**src/common/lvf_defines.svh**
```systemverilog
// Purpose: offsets, field positions, reset values and codes of the
//          legacy vector fault check block.
// Assumes: included by bare name from the design and the testbench.
// Notes:   all numbers of the block live here once.
//
// How it works
// - Category order: prior traps, interrupts, fetch, decode, then execution faults.
// - Inside the execution category our own fixed order is used.
// - Unmasked vector float fault with vector-fault support clear gives invalid opcode.
// - Unmasked vector float fault with vector-fault support set gives vector float fault.
// - Emulation flag set gives invalid opcode in every mode.
// - Extended-save support clear gives invalid opcode in every mode.
// - Bus-lock prefix on the instruction gives invalid opcode.
// - Any zero feature-enumeration flag for the instruction gives invalid opcode.
// - Pending legacy float unit fault gives the pending float fault.
// - Protected mode illegal stack-segment address gives stack fault, code zero.
// - 64-bit mode non-canonical stack address gives stack fault, code zero.
// - Double-to-int group operand not 16-byte aligned gives protection fault.
// - Protected mode illegal code or data segment address gives protection fault.
// - 64-bit mode non-canonical non-stack address gives protection fault.
// - Real or virtual-8086 operand past FFFFH gives protection fault.
// - Single group unaligned at level 3 with checking on, outside real mode, gives alignment fault.
// - 16-byte rule for double group, alignment-check rule for single group.

`ifndef LVF_DEFINES_SVH
`define LVF_DEFINES_SVH

// ***************************************************************
// Register offsets
// ***************************************************************
`define LVF_OFS_MCTRL     8'h00
`define LVF_OFS_FCTRL     8'h04
`define LVF_OFS_STATUS    8'h08
`define LVF_OFS_IRQ_EN    8'h0C
`define LVF_OFS_IRQ_CLR   8'h10
`define LVF_OFS_LAST      8'h14
`define LVF_OFS_LAST_CODE 8'h18

// ***************************************************************
// Field positions and reset values
// ***************************************************************
`define LVF_BIT_EMUL      2
`define LVF_BIT_TSW       3
`define LVF_BIT_XSAVE     9
`define LVF_BIT_VFAULT    10
`define LVF_MCTRL_RST     32'h0000_0000
`define LVF_FCTRL_RST     32'h0000_0000
`define LVF_IRQ_EN_RST    8'h00

// ***************************************************************
// Fault vectors, sizes and limits
// ***************************************************************
`define LVF_VEC_UD        8'h06
`define LVF_VEC_NM        8'h07
`define LVF_VEC_SS        8'h0C
`define LVF_VEC_GP        8'h0D
`define LVF_VEC_PF        8'h0E
`define LVF_VEC_MF        8'h10
`define LVF_VEC_AC        8'h11
`define LVF_VEC_XM        8'h13
`define LVF_SIZE_DBL      17'h0_0010
`define LVF_SIZE_SGL      17'h0_0008
`define LVF_REAL_LIMIT    17'h0_FFFF
`define LVF_CPL_USER      2'h3
`define LVF_NFAULT        8

`endif

```
**src/common/lvf_pkg.sv**
```systemverilog
// Purpose: types shared by the legacy vector fault check block.
// Assumes: lvf_defines.svh on the include path.
// Notes:   request and response travel as packed structs.

package lvf_pkg;

	// ***************************************************************
	// Enumerations
	// ***************************************************************
	typedef enum logic [1:0] {MODE_REAL, MODE_V86, MODE_PROT, MODE_LONG} lvf_mode_t;
	typedef enum logic {GRP_DBL, GRP_SGL} lvf_grp_t;
	typedef enum logic [2:0] {
		CAT_NONE, CAT_TRAP, CAT_INTR, CAT_FETCH, CAT_DECODE, CAT_EXEC
	} lvf_cat_t;
	typedef enum logic [3:0] {
		FLT_NONE, FLT_UD, FLT_NM, FLT_MF, FLT_SS, FLT_GP, FLT_PF, FLT_AC, FLT_XM
	} lvf_fault_t;

	// ***************************************************************
	// Request from the pipeline, answer back to it
	// ***************************************************************
	typedef struct packed {
		logic        valid;
		logic        prev_trap;
		logic        ext_intr;
		logic        fetch_flt;
		logic        decode_flt;
		lvf_mode_t   mode;
		lvf_grp_t    grp;
		logic        lock_pfx;
		logic        feat_ok;
		logic        x87_pend;
		logic        simd_unm;
		logic        mem_op;
		logic        ss_seg;
		logic        seg_bad;
		logic [63:0] addr;
		logic [1:0]  cpl;
		logic        ac_en;
		logic        page_flt;
		logic [31:0] pf_code;
	} lvf_req_t;

	typedef struct packed {
		logic        valid;
		lvf_cat_t    cat;
		lvf_fault_t  fault;
		logic [7:0]  vector;
		logic        code_valid;
		logic [31:0] code;
	} lvf_rsp_t;

endpackage : lvf_pkg

```
**src/hw/lvf_prio.sv**
```systemverilog
// Purpose: picks the winning exception category and execution fault.
// Assumes: exec_flt_i bit k stands for fault FLT_NONE+1+k.
// Notes:   purely combinational.

`timescale 1ns/1ps

module lvf_prio (
	input  wire logic                 prev_trap_i,
	input  wire logic                 ext_intr_i,
	input  wire logic                 fetch_flt_i,
	input  wire logic                 decode_flt_i,
	input  wire logic [7:0]           exec_flt_i,
	output lvf_pkg::lvf_cat_t         cat_o,
	output lvf_pkg::lvf_fault_t       fault_o
);
	import lvf_pkg::*;

	// ***************************************************************
	// Lowest set execution bit wins
	// ***************************************************************
	function automatic lvf_fault_t first_fault(input logic [7:0] v);
		lvf_fault_t f;
		f = FLT_NONE;
		for (int k = 7; k >= 0; k--) begin
			if (v[k]) begin
				f = lvf_fault_t'(4'(k + 1));
			end
		end
		return f;
	endfunction : first_fault

	wire lvf_fault_t exec_win = first_fault(exec_flt_i);

	// Categories in fixed order, execution last
	assign cat_o = prev_trap_i  ? CAT_TRAP   :
	               ext_intr_i   ? CAT_INTR   :
	               fetch_flt_i  ? CAT_FETCH  :
	               decode_flt_i ? CAT_DECODE :
	               (|exec_flt_i) ? CAT_EXEC : CAT_NONE;

	// Only execution faults are named here
	assign fault_o = (cat_o == CAT_EXEC) ? exec_win : FLT_NONE;

endmodule : lvf_prio

```
**src/hw/lvf_top.sv**
```systemverilog
// Purpose: fault check for legacy packed conversion instructions.
// Assumes: one request per cycle from the pipeline, AHB-Lite registers.
// Notes:   answer is registered, one cycle after the request.

`timescale 1ns/1ps
`include "lvf_defines.svh"

module lvf_top (
	input  wire logic              clk_sys_i,
	input  wire logic              sys_rst_i,
	// Check request and answer
	input  lvf_pkg::lvf_req_t      req_i,
	output lvf_pkg::lvf_rsp_t      rsp_o,
	// AHB-Lite slave
	input  wire logic              hsel_i,
	input  wire logic [31:0]       haddr_i,
	input  wire logic [1:0]        htrans_i,
	input  wire logic              hwrite_i,
	input  wire logic [2:0]        hsize_i,
	input  wire logic [31:0]       hwdata_i,
	input  wire logic              hready_i,
	output logic                   hreadyout_o,
	output logic                   hresp_o,
	output logic [31:0]            hrdata_o,
	// Interrupt
	output logic                   irq_o
);
	import lvf_pkg::*;

	// ***************************************************************
	// Helper functions
	// ***************************************************************

	// Upper address bits all equal the sign bit
	function automatic logic is_canon(input logic [63:0] a);
		return (&a[63:47]) | ~(|a[63:47]);
	endfunction : is_canon

	// Operand end beyond the 64 KiB real-mode window
	function automatic logic past_limit(input logic [63:0] a, input lvf_grp_t g);
		logic [16:0] last;
		last = {1'b0, a[15:0]} + ((g == GRP_DBL) ? `LVF_SIZE_DBL : `LVF_SIZE_SGL)
		       - 17'h0_0001;
		return (last > `LVF_REAL_LIMIT) | (|a[63:16]);
	endfunction : past_limit

	// Vector number of an execution fault
	function automatic logic [7:0] fault_vec(input lvf_fault_t f);
		logic [7:0] v;
		case (f)
			FLT_UD:  v = `LVF_VEC_UD;
			FLT_NM:  v = `LVF_VEC_NM;
			FLT_MF:  v = `LVF_VEC_MF;
			FLT_SS:  v = `LVF_VEC_SS;
			FLT_GP:  v = `LVF_VEC_GP;
			FLT_PF:  v = `LVF_VEC_PF;
			FLT_AC:  v = `LVF_VEC_AC;
			FLT_XM:  v = `LVF_VEC_XM;
			default: v = 8'h00;
		endcase
		return v;
	endfunction : fault_vec

	// Faults that push an error code
	function automatic logic has_code(input lvf_fault_t f);
		return (f == FLT_SS) | (f == FLT_GP) | (f == FLT_PF) | (f == FLT_AC);
	endfunction : has_code

	// ***************************************************************
	// Registers
	// ***************************************************************
	logic [31:0] mctrl_ff;
	logic [31:0] fctrl_ff;
	logic [7:0]  status_ff;
	logic [7:0]  irq_en_ff;
	logic [31:0] last_ff;
	logic [31:0] last_code_ff;
	logic [31:0] nxt_mctrl;
	logic [31:0] nxt_fctrl;
	logic [7:0]  nxt_status;
	logic [7:0]  nxt_irq_en;
	logic [31:0] nxt_last;
	logic [31:0] nxt_last_code;

	lvf_rsp_t    rsp_ff;
	lvf_rsp_t    nxt_rsp;

	// AHB data-phase state
	logic        wr_pend_ff;
	logic [7:0]  wr_addr_ff;
	logic [31:0] hrdata_ff;
	logic [31:0] nxt_hrdata;

	// ***************************************************************
	// Mode and control decode
	// ***************************************************************
	wire logic is_real = (req_i.mode == MODE_REAL);
	wire logic is_v86  = (req_i.mode == MODE_V86);
	wire logic is_prot = (req_i.mode == MODE_PROT);
	wire logic is_long = (req_i.mode == MODE_LONG);

	wire logic emul_on  = mctrl_ff[`LVF_BIT_EMUL];
	wire logic tsw_on   = mctrl_ff[`LVF_BIT_TSW];
	wire logic xsave_on = fctrl_ff[`LVF_BIT_XSAVE];
	wire logic vflt_on  = fctrl_ff[`LVF_BIT_VFAULT];

	// Address checks used by several faults
	wire logic canon    = is_canon(req_i.addr);
	wire logic over_64k = past_limit(req_i.addr, req_i.grp);
	wire logic mis16    = |req_i.addr[3:0];
	wire logic mis8     = |req_i.addr[2:0];
	wire logic grp_dbl  = (req_i.grp == GRP_DBL);
	wire logic grp_sgl  = (req_i.grp == GRP_SGL);
	wire logic mem      = req_i.mem_op;

	// ***************************************************************
	// Execution fault conditions
	// ***************************************************************

	// Invalid opcode causes, any mode
	wire logic ud_vflt  = req_i.simd_unm & ~vflt_on;
	wire logic ud_emul  = emul_on;
	wire logic ud_xsave = ~xsave_on;
	wire logic ud_lock  = req_i.lock_pfx;
	wire logic ud_feat  = ~req_i.feat_ok;
	wire logic flt_ud   = ud_vflt | ud_emul | ud_xsave | ud_lock | ud_feat;

	// Pending legacy float and task switch
	wire logic flt_mf = req_i.x87_pend;
	wire logic flt_nm = tsw_on;

	// Stack segment faults
	wire logic ss_prot = mem & req_i.ss_seg & is_prot & req_i.seg_bad;
	wire logic ss_long = mem & req_i.ss_seg & is_long & ~canon;
	wire logic flt_ss  = ss_prot | ss_long;

	// Protection faults
	wire logic gp_align = mem & grp_dbl & mis16;
	wire logic gp_prot  = mem & ~req_i.ss_seg & is_prot & req_i.seg_bad;
	wire logic gp_long  = mem & ~req_i.ss_seg & is_long & ~canon;
	wire logic gp_real  = mem & (is_real | is_v86) & over_64k;
	wire logic flt_gp   = gp_align | gp_prot | gp_long | gp_real;

	// Translation fault, never in real mode
	wire logic flt_pf = mem & req_i.page_flt & ~is_real;

	// Alignment check for the single group only
	wire logic ac_user = (req_i.cpl == `LVF_CPL_USER) & req_i.ac_en;
	wire logic flt_ac  = mem & grp_sgl & ~is_real & ac_user & mis8;

	// Vector float fault with support enabled
	wire logic flt_xm = req_i.simd_unm & vflt_on;

	// Order within execution: UD, NM, MF, SS, GP, PF, AC, XM
	wire logic [7:0] exec_flt = req_i.valid ?
		{flt_xm, flt_ac, flt_pf, flt_gp, flt_ss, flt_mf, flt_nm, flt_ud} : 8'h00;

	// ***************************************************************
	// Category and fault selection
	// ***************************************************************
	lvf_cat_t   win_cat;
	lvf_fault_t win_flt;

	lvf_prio u_prio (
		.prev_trap_i  (req_i.valid & req_i.prev_trap),
		.ext_intr_i   (req_i.valid & req_i.ext_intr),
		.fetch_flt_i  (req_i.valid & req_i.fetch_flt),
		.decode_flt_i (req_i.valid & req_i.decode_flt),
		.exec_flt_i   (exec_flt),
		.cat_o        (win_cat),
		.fault_o      (win_flt)
	);

	// Error code: zero except translation fault
	wire logic [31:0] win_code = (win_flt == FLT_PF) ? req_i.pf_code : 32'h0000_0000;
	wire logic        win_evt  = req_i.valid & (win_flt != FLT_NONE);

	// Answer built from the winner
	always_comb begin
		nxt_rsp            = '0;
		nxt_rsp.valid      = req_i.valid;
		nxt_rsp.cat        = win_cat;
		nxt_rsp.fault      = win_flt;
		nxt_rsp.vector     = fault_vec(win_flt);
		nxt_rsp.code_valid = has_code(win_flt);
		nxt_rsp.code       = win_code;
	end

	// ***************************************************************
	// AHB-Lite decode
	// ***************************************************************
	wire logic       ahb_go  = hsel_i & htrans_i[1] & hready_i;
	wire logic       ahb_wr  = ahb_go & hwrite_i;
	wire logic       ahb_rd  = ahb_go & ~hwrite_i;
	wire logic [7:0] ahb_ofs = haddr_i[7:0];
	wire logic       wr_word = wr_pend_ff; // Upper address bits are aliased away

	// Data-phase write strobes per register
	wire logic we_mctrl  = wr_word & (wr_addr_ff == `LVF_OFS_MCTRL);
	wire logic we_fctrl  = wr_word & (wr_addr_ff == `LVF_OFS_FCTRL);
	wire logic we_irq_en = wr_word & (wr_addr_ff == `LVF_OFS_IRQ_EN);
	wire logic we_clr    = wr_word & (wr_addr_ff == `LVF_OFS_IRQ_CLR);

	// Status bit raised by this cycle's fault
	wire logic [7:0] set_bits = win_evt ?
		(8'h01 << (4'(win_flt) - 4'h1)) : 8'h00;

	// ***************************************************************
	// Next-state logic of the registers
	// ***************************************************************
	assign nxt_mctrl  = we_mctrl  ? hwdata_i : mctrl_ff;
	assign nxt_fctrl  = we_fctrl  ? hwdata_i : fctrl_ff;
	assign nxt_irq_en = we_irq_en ? hwdata_i[7:0] : irq_en_ff;

	// Set wins over a clear in the same cycle
	assign nxt_status = (status_ff & ~(we_clr ? hwdata_i[7:0] : 8'h00)) | set_bits;

	// Last fault seen: category, fault and vector
	assign nxt_last = win_evt ?
		{13'h0000, 3'(win_cat), 4'h0, 4'(win_flt), fault_vec(win_flt)} : last_ff;
	assign nxt_last_code = win_evt ? win_code : last_code_ff;

	// Read value, taken from next state so a write just before is seen
	always_comb begin
		nxt_hrdata = 32'h0000_0000;
		if (ahb_rd) begin
			case (ahb_ofs)
				`LVF_OFS_MCTRL:     nxt_hrdata = nxt_mctrl;
				`LVF_OFS_FCTRL:     nxt_hrdata = nxt_fctrl;
				`LVF_OFS_STATUS:    nxt_hrdata = {24'h00_0000, nxt_status};
				`LVF_OFS_IRQ_EN:    nxt_hrdata = {24'h00_0000, nxt_irq_en};
				`LVF_OFS_LAST:      nxt_hrdata = nxt_last;
				`LVF_OFS_LAST_CODE: nxt_hrdata = nxt_last_code;
				default:            nxt_hrdata = 32'h0000_0000;
			endcase
		end
	end

	// ***************************************************************
	// Flip-flops
	// ***************************************************************

	// Software-visible registers
	always_ff @(posedge clk_sys_i) begin
		if (sys_rst_i) begin
			mctrl_ff     <= `LVF_MCTRL_RST;
			fctrl_ff     <= `LVF_FCTRL_RST;
			status_ff    <= 8'h00;
			irq_en_ff    <= `LVF_IRQ_EN_RST;
			last_ff      <= 32'h0000_0000;
			last_code_ff <= 32'h0000_0000;
		end else begin
			mctrl_ff     <= nxt_mctrl;
			fctrl_ff     <= nxt_fctrl;
			status_ff    <= nxt_status;
			irq_en_ff    <= nxt_irq_en;
			last_ff      <= nxt_last;
			last_code_ff <= nxt_last_code;
		end
	end

	// Bus data-phase tracking
	always_ff @(posedge clk_sys_i) begin
		if (sys_rst_i) begin
			wr_pend_ff <= 1'b0;
			wr_addr_ff <= 8'h00;
			hrdata_ff  <= 32'h0000_0000;
		end else begin
			wr_pend_ff <= ahb_wr;
			wr_addr_ff <= ahb_wr ? ahb_ofs : wr_addr_ff;
			hrdata_ff  <= nxt_hrdata;
		end
	end

	// Registered answer to the pipeline
	always_ff @(posedge clk_sys_i) begin
		if (sys_rst_i) begin
			rsp_ff <= '0;
		end else begin
			rsp_ff <= nxt_rsp;
		end
	end

	// ***************************************************************
	// Outputs
	// ***************************************************************
	assign rsp_o       = rsp_ff;
	assign hreadyout_o = 1'b1;      // No wait states
	assign hresp_o     = 1'b0;      // Always OKAY
	assign hrdata_o    = hrdata_ff;
	assign irq_o       = |(status_ff & irq_en_ff);

	// hsize is accepted as word; narrower sizes act as a word access
	wire logic unused_ok = &{1'b0, hsize_i, haddr_i[31:8]};

endmodule : lvf_top

```
**config.mk**
```make
export PLATFORM = sky130hd
export DESIGN_NAME = lvf_top
export DESIGN_NICKNAME = d
export VERILOG_FILES = /design/src/common/lvf_pkg.sv /design/src/hw/lvf_prio.sv /design/src/hw/lvf_top.sv
export VERILOG_INCLUDE_DIRS = /design/src /design/src/common
export SDC_FILE = /design/constraint.sdc
export NUM_CORES = 1
export LEC_CHECK = 0
export BUFFER_PORTS_ARGS = -buffer_cell sky130_fd_sc_hd__buf_4
export CORE_MARGIN = 4
export CORE_UTILIZATION = 40
export DETAILED_ROUTE_END_ITERATION = 8
export PLACE_DENSITY = 0.74
export REMOVE_ABC_BUFFERS = 1
export SKIP_LAST_GASP = 1
export SYNTH_ARGS = -nofsm -noshare
export SYNTH_HDL_FRONTEND = slang
export SYNTH_SLANG_ARGS = --single-unit
```
**constraint.sdc**
```tcl
create_clock -name clk_sys_i -period 8 [get_ports clk_sys_i]
set_input_delay 1.2 -clock clk_sys_i [delete_from_list [all_inputs] [get_ports clk_sys_i]]
set_output_delay 1.2 -clock clk_sys_i [all_outputs]
set_load 0.05 [all_outputs]
```
# After elaboration in Yosys (flattened, before gate mapping)
# Memory sizes are Yosys's and may differ from the RTL's. A register that Yosys moved wholly into a read port is not among the register bits.
# Cells that the tools add are included.
# W data, S select, Z words.
[totals]
memories = 2
romBits = 160
latchBits = 0
ff_bits = 234
ram_bits = 0
[classes]
n_shift = 1
addsub = 3
eq_ne = 17
reduce_logical = 12
muxes = 25
n_mul = 0
n_bitwise = 64
n_div = 0
n_lt_le_gt_ge = 1
[memory_table]
columns = ["name", "words", "width", "rd", "rd_ports_with_merged_regs", "write_ports", "line", "text"]
rows = [
  ["(no name shown)", 16, 5, 1, 0, 0, "lvf_top.sv:50", "case (f)"],
  ["(no name shown)", 16, 5, 1, 1, 0, "lvf_top.sv:50", ""],
]
[ops]
columns = ["cell", "count"]
rows = [
  ["$pmux W32 S6", 1],
  ["$mux W32", 5],
  ["$reduce_or A48 Y1", 1],
  ["$and A1 B1 Y1", 36],
  ["$mux W4", 9],
  ["$mux W8", 4],
  ["$eq A8 B4 Y1 const B", 3],
  ["$eq A8 B5 Y1 const B", 3],
  ["$add A16 B5 Y17", 1],
  ["$gt A17 B16 Y1 const B", 1],
  ["$reduce_and A17 Y1", 1],
  ["$reduce_or A17 Y1", 1],
  ["$sub A17 B1 Y17 const B", 1],
  ["$and A8 B8 Y8", 2],
  ["$eq A4 B3 Y1 const B", 4],
  ["$eq A8 B3 Y1 const B", 2],
  ["$logic_not A8 Y1", 2],
  ["$reduce_or A8 Y1", 2],
  ["$mux W3", 5],
  ["$or A1 B1 Y1", 14],
  ["$not A1 Y1", 10],
  ["$not A8 Y8", 1],
  ["$or A8 B8 Y8", 1],
  ["$shl A1 B4 Y8 const A", 1],
  ["other kinds (10)", 12],
]

# Longest topological paths before layout
[depth]
word_depth = 22
ltp_mapped = 17
depth_no_buf = 17

# Hierarchy
# A second synthesis with hierarchy kept.
[unflattened]
hier_cells = 1112
area_unflattened_um2 = 10058.4
[modules_own_cells]
columns = ["module", "area_each_um2", "instances", "seq_area_each_um2", "cells_each"]
rows = [
  ["lvf_top", 9918.3, 1, 4624.4, 1088],
  ["lvf_prio", 140.1, 1, 0.0, 24],
]

# Worst setup path before layout
# OpenSTA, ideal clock, no wires.
[synth_path]
kind = "input-to-reg"
from = "input req_i[37] (netlist bit)"
to = "register hrdata_ff[0] (netlist: hrdata_o[0])"
setup_ns = 0.083
setup_slack_ns = 2.799
stages = 16
t_arrival_ns = 5.118
required_time_ns = 7.917
cell_sequence = "inv_1 ha_1 fa_1 or4b_1 a2111oi_2 and4bb_1 nand4b_1 or4b_4 o21a_4 a21oi_4 inv_1 ha_1 inv_1 o41ai_1 a211oi_1 o221ai_1"
[synth_via]
elab_chain_cells = 20
word_cells_on_any_way = 40
classes_between = "add/sub: 3; order compare: 1; eq/ne: 2; shift: 1; mux: 19; bitwise: 9; reduce/logical: 4; memory: 1"
[synth_rtl]
columns = ["element", "line", "text"]
rows = [
  ["from (decl)", "lvf_top.sv:12", "input lvf_pkg::lvf_req_t req_i,"],
  ["$add A16 B5 Y17", "lvf_top.sv:42", "last = {1'b0, a[15:0]} + ((g == GRP_DBL) ? `LVF_SIZE_DBL : `LVF_SIZE_SGL)"],
  ["$sub A17 B1 Y17", "lvf_top.sv:42", ""],
  ["$gt A17 B16 Y1 (no source line)", "--", ""],
  ["$or A1 B1 Y1", "lvf_top.sv:44", "return (last > `LVF_REAL_LIMIT) | (|a[63:16]);"],
  ["$and A1 B1 Y1", "lvf_top.sv:141", "wire logic gp_real = mem & (is_real | is_v86) & over_64k;"],
  ["$or A1 B1 Y1", "lvf_top.sv:142", "wire logic flt_gp = gp_align | gp_prot | gp_long | gp_real;"],
  ["$mux W8 (*)", "lvf_top.sv:155", "wire logic [7:0] exec_flt = req_i.valid ?"],
  ["$reduce_or A8 Y1", "lvf_prio.sv:39", "(|exec_flt_i) ? CAT_EXEC : CAT_NONE;"],
  ["[... 4 more ...]", "--", ""],
  ["$mux W3", "lvf_prio.sv:35", "assign cat_o = prev_trap_i ? CAT_TRAP :"],
  ["$eq A3 B3 Y1", "lvf_prio.sv:42", "assign fault_o = (cat_o == CAT_EXEC) ? exec_win : FLT_NONE;"],
  ["$mux W4 (*)", "lvf_prio.sv:42", ""],
  ["$sub A4 B1 Y4 / $reduce_bool A4 Y1 (equally long branches)", "lvf_top.sv:206, lvf_top.sv:176", ""],
  ["$shl A1 B4 Y8 / $and A1 B1 Y1 (equally long branches)", "lvf_top.sv:206, lvf_top.sv:176", ""],
  ["$mux W8", "lvf_top.sv:205", "wire logic [7:0] set_bits = win_evt ?"],
  ["$or A8 B8 Y8", "lvf_top.sv:216", "assign nxt_status = (status_ff & ~(we_clr ? hwdata_i[7:0] : 8'h00)) | set_bits;"],
  ["$pmux W32 S6 (*)", "lvf_top.sv:227", "case (ahb_ofs)"],
  ["to (signal assigned)", "lvf_top.sv:271", "hrdata_ff <= nxt_hrdata;"],
  ["to (decl)", "lvf_top.sv:91", "logic [31:0] hrdata_ff;"],
]
# Every way passes the cells marked *; elsewhere a longest branch is shown, timed or not.
# A chain may end at the register's enable or synchronous reset.

# Final worst setup path
# Same ends and word-level chain as after synthesis.

==> impl_results.md <==
- CP Class: input pin to register
- FF-to-FF Start: mctrl_ff[2]
- Synth top area share: a little under half
- Final TNS setup: 0 ns
- Pwr Density: between 150 and 200 nW/um^2
- Synth Area in XOR/XNOR: less than 1%
- Area Growth Syn to Fin: 28.1%
- Initial core utilization: between 40 and 50%
- Worst Reg-to-Reg Cells: 12
- PnR worst setup slack: approximately 2.2 ns
- Most frequent cells in the layout: buf_4, dfxtp_1, nor2_1, mux2i_1, a21oi_1
- Cells along the critical path: buf_4 -> inv_1 -> ha_1 -> fa_1 -> or4b_1 -> a2111oi_2 -> and4bb_1 -> nand4b_1 -> or4b_4 -> o21ai_2 -> o31ai_4 -> buf_4 -> a21o_1 -> ha_1 -> inv_1 -> o41ai_1 -> a211oi_1 -> o221ai_1
- Postcts setup bufs: 0
- Multiplexer share of the synthesized area: under 10%
- Top routing layer used: met5
- Worst Hold Class: register to register
- Commonest non-fill, non-tap cell in the layout: buf_4
- Yosys cell types: a little over 80
- Maximum clock frequency: 0.174 GHz
- Post-synthesis compound-gate area fraction: a little under a fifth
- GRT overflow: 0
- Gr usage total: between 20 and 25%
- WHS Path Cells: 2
- Met3 routed WL: 1.81 mm
- Max Cap Violations: 0
- Crit-path max cell delay: 0.52 ns
- Largest family of logic cells by synthesized area: compound AO/OA/AOI/OAI gates
- CP endpoint kind: register
- Critical-path top delay cell: or4b_4
- Largest net degree at the start of global routing: 81
- Worst R2R End: hrdata_o[0]
- Synth area leader: dfxtp_1
- Fill count: around 2.2k
- Final Skew: around 0.012 ns
- Post-synthesis register bit count: 231
- Synthesis Warnings: 0
- Simple-Gate Fraction of Synth Area: a little under a fifth
- Clock Latency Late Sink: approximately 0.50 ns
- RSZ-0062 raised after global routing: false
- Area of the multi-input gates: between 4000 and 5000 sq um
- Hold Violations, Final: 0
- FFs w/ async S/R, synth: 0%
- WL met2: 14.0 mm
- Root Buffer Master: clkbuf_16
- Top delay family on crit path: compound AO/OA/AOI/OAI gates
- HP Start: wr_addr_ff[7]
- Worst-path clk slew: 0.06 ns
- Via/cell ratio: around 5.4
- First-pass DRT Iterations: 5
- Peak supply drop: 0.160 mV
- Status: completed
- Seq/Total Area, Yosys: a little under half
- Leak pwr: slightly above 5 nW
- Placed cell count: around 1.6k
- Req. time, crit path: ~8.4 ns
- CP Launch Type: input pin
- Fin area: ~13000 sq um
- CP max FO: 45
- Final setup fails: 0
- R2R Setup Slk: 4.05 ns
- Vias in the first global route: around 8.4k
- Remaining DRCs: 0
- Post-layout instance count excluding filler cells: roughly 1.6k
- DP Wirelength: just over 20 mm
- Placer Congestion: about 0.9
- Cells taking the most area after synthesis: dfxtp_1, mux2i_1, nor2_1, and2_1, o22ai_1
- Layout Nets: between 1.5k and 2k
- # resized after CTS: 0
- Share of cells above drive strength 1: 24.8%
- Wire per inst: roughly 18 microns
- Drt total wl: ~29 mm
- Hold endpoint: wr_addr_ff[7]
- Worst-Margin Slew: roughly 1.1 ns
- Routed Antenna Nets: 0
- First-pass GRT wire length: around 45 mm
- Primary FF master, synth: dfxtp_1
- CTS Sinks: ~230
- Slew headroom: a little under a quarter
- Register area: ~4600 sq um
- Cell Area, Synth: between 9000 and 10000 sq um
- Buf/Inv on CP: 4
- Final slew viol count: 0
- Die height: 165 microns
- CTS Hold Bufs: 0
- Final period util: between 70 and 80%
- Number of CTS-inserted buffers: 22
- Core area: 24300 sq um
- Full die area: about 27000 sq um
- Post-synthesis adder-cell area fraction: under 10%
- Initial antenna violation count: 2
- Min Tclk post-route: between 5 and 6 ns
- Place WS: approximately 1.8 ns
- Worst path arrival time: between 6 and 7 ns
- Via count: a little under 9k
- H-tree levels: 1
- CTS Buffer Depth: 3
- Die span in x: around 170 microns
- TritonCTS clock tree: yes
- Number of flops mapped to enable cells by yosys: 0
- Io pins: around 270
- Port Buffer Count: around 240
- Syn Inst Count: roughly 1.1k
- Met1 wire length: 12.9 mm
- DRT iter0 DRCs: ~680
- Cell Area, Placed: between 10000 and 15000 sq um
- Cell row count: 57
- Average size of a mapped cell: around 9 sq um
## metal layers
metal  track usage, %  vias up
met3             3.00       37
met1             27.8     4185
met5                0        -
met4             4.42        2
li1                 -     4307
met2             33.6      270
## power by group
part           switching [mW]  total, mW  internal, mW
sequential            0.00423       1.16          1.16
combinational           0.148      0.255         0.107
clock                   0.424       1.01         0.583
total                   0.576       2.43          1.85
## final cells by class
type                            count  share of cell area (%)
Sequential cell                   231                    36.5
Inverter                           39                    1.16
Multi-Input combinational cell    748                    38.6
Clock inverter                      5                   0.218
Antenna cell                        1                  0.0198
Tap cell                          324                    3.20
Clock buffer                       35                    5.38
Timing Repair Buffer              250                    14.8
## flip-flops by register name (all words and copies together), names as in the netlist, 8 cells and up
name,cells
fctrl_ff,32
hrdata_o,32
irq_en_ff,8
last_code_ff,32
last_ff,32
mctrl_ff,32
rsp_o,46
status_ff,8
wr_addr_ff,8
## worst max path at each step
| stage | from | endpoint | slack (ns) | cells past startpoint |
|---|---|---|---|---|
| 5_1_grt | req_i[107] | hrdata_o[21] | 2.00 | 14 |
| 6_report | req_i[37] | hrdata_o[0] | 2.24 | 18 |
| 3_5_place_dp | req_i[37] | hrdata_o[0] | 1.81 | 18 |
| 3_3_place_gp | req_i[37] | hrdata_o[0] | 1.84 | 18 |
| 4_1_cts | req_i[37] | hrdata_o[0] | 2.32 | 18 |
| 2_1_floorplan | wr_addr_ff[0] | hrdata_o[2] | 1.21 | 8 |
## cells by family (layout without fill, tap and decap cells)
| kind of cell | count (synthesis) | after routing |
|---|---|---|
| fa+ha+maj | 21 | 21 |
| other cells | 2 | 6 |
| compound gates | 265 | 265 |
| xor+xnor | 2 | 2 |
| flops | 231 | 231 |
| mux | 74 | 74 |
| simple gates | 381 | 381 |
| buf+inv | 98 | 329 |
## per-stage QoR
step / hold WS, ns / power (mW) / utilization, %
final: 0.461 / 2.43 / 52.0
after global routing: 0.474 / 2.51 / 52.0
after CTS: 0.456 / 2.44 / 52.0
after detailed placement: 0.445 / 1.44 / 49.1
after global placement: 0.441 / 1.44 / 49.1
after floorplan: 0.425 / 1.31 / -
## cells in the mapped netlist (4+ instances only)
master and n:
inv_1 39, o21bai_1 4, a22oi_2 20, o31a_1 4, dfxtp_1 231, nand2b_1 6
buf_2 6, buf_1 5, nor3_1 13, or4_1 4, a311oi_1 4, nor2_1 155
o22ai_1 57, o21ai_0 24, a31oi_1 8, a22oi_1 21, o221ai_1 9, o31ai_1 5
nor4b_1 4, mux2i_1 74, nor4_1 18, nand2_1 54, nand3_1 16, a21o_1 7
nor2b_1 12, and3_1 5, ha_1 20, clkbuf_1 39, nand4_1 14, buf_4 5
a21oi_1 61, and2_1 58
## worst min-delay path, cell delays in order (launching register included)
cell	delay, ns
dfxtp_1	0.31
nand2_1	0.05
a21oi_1	0.05
Power figures use the tool's default switching activity.
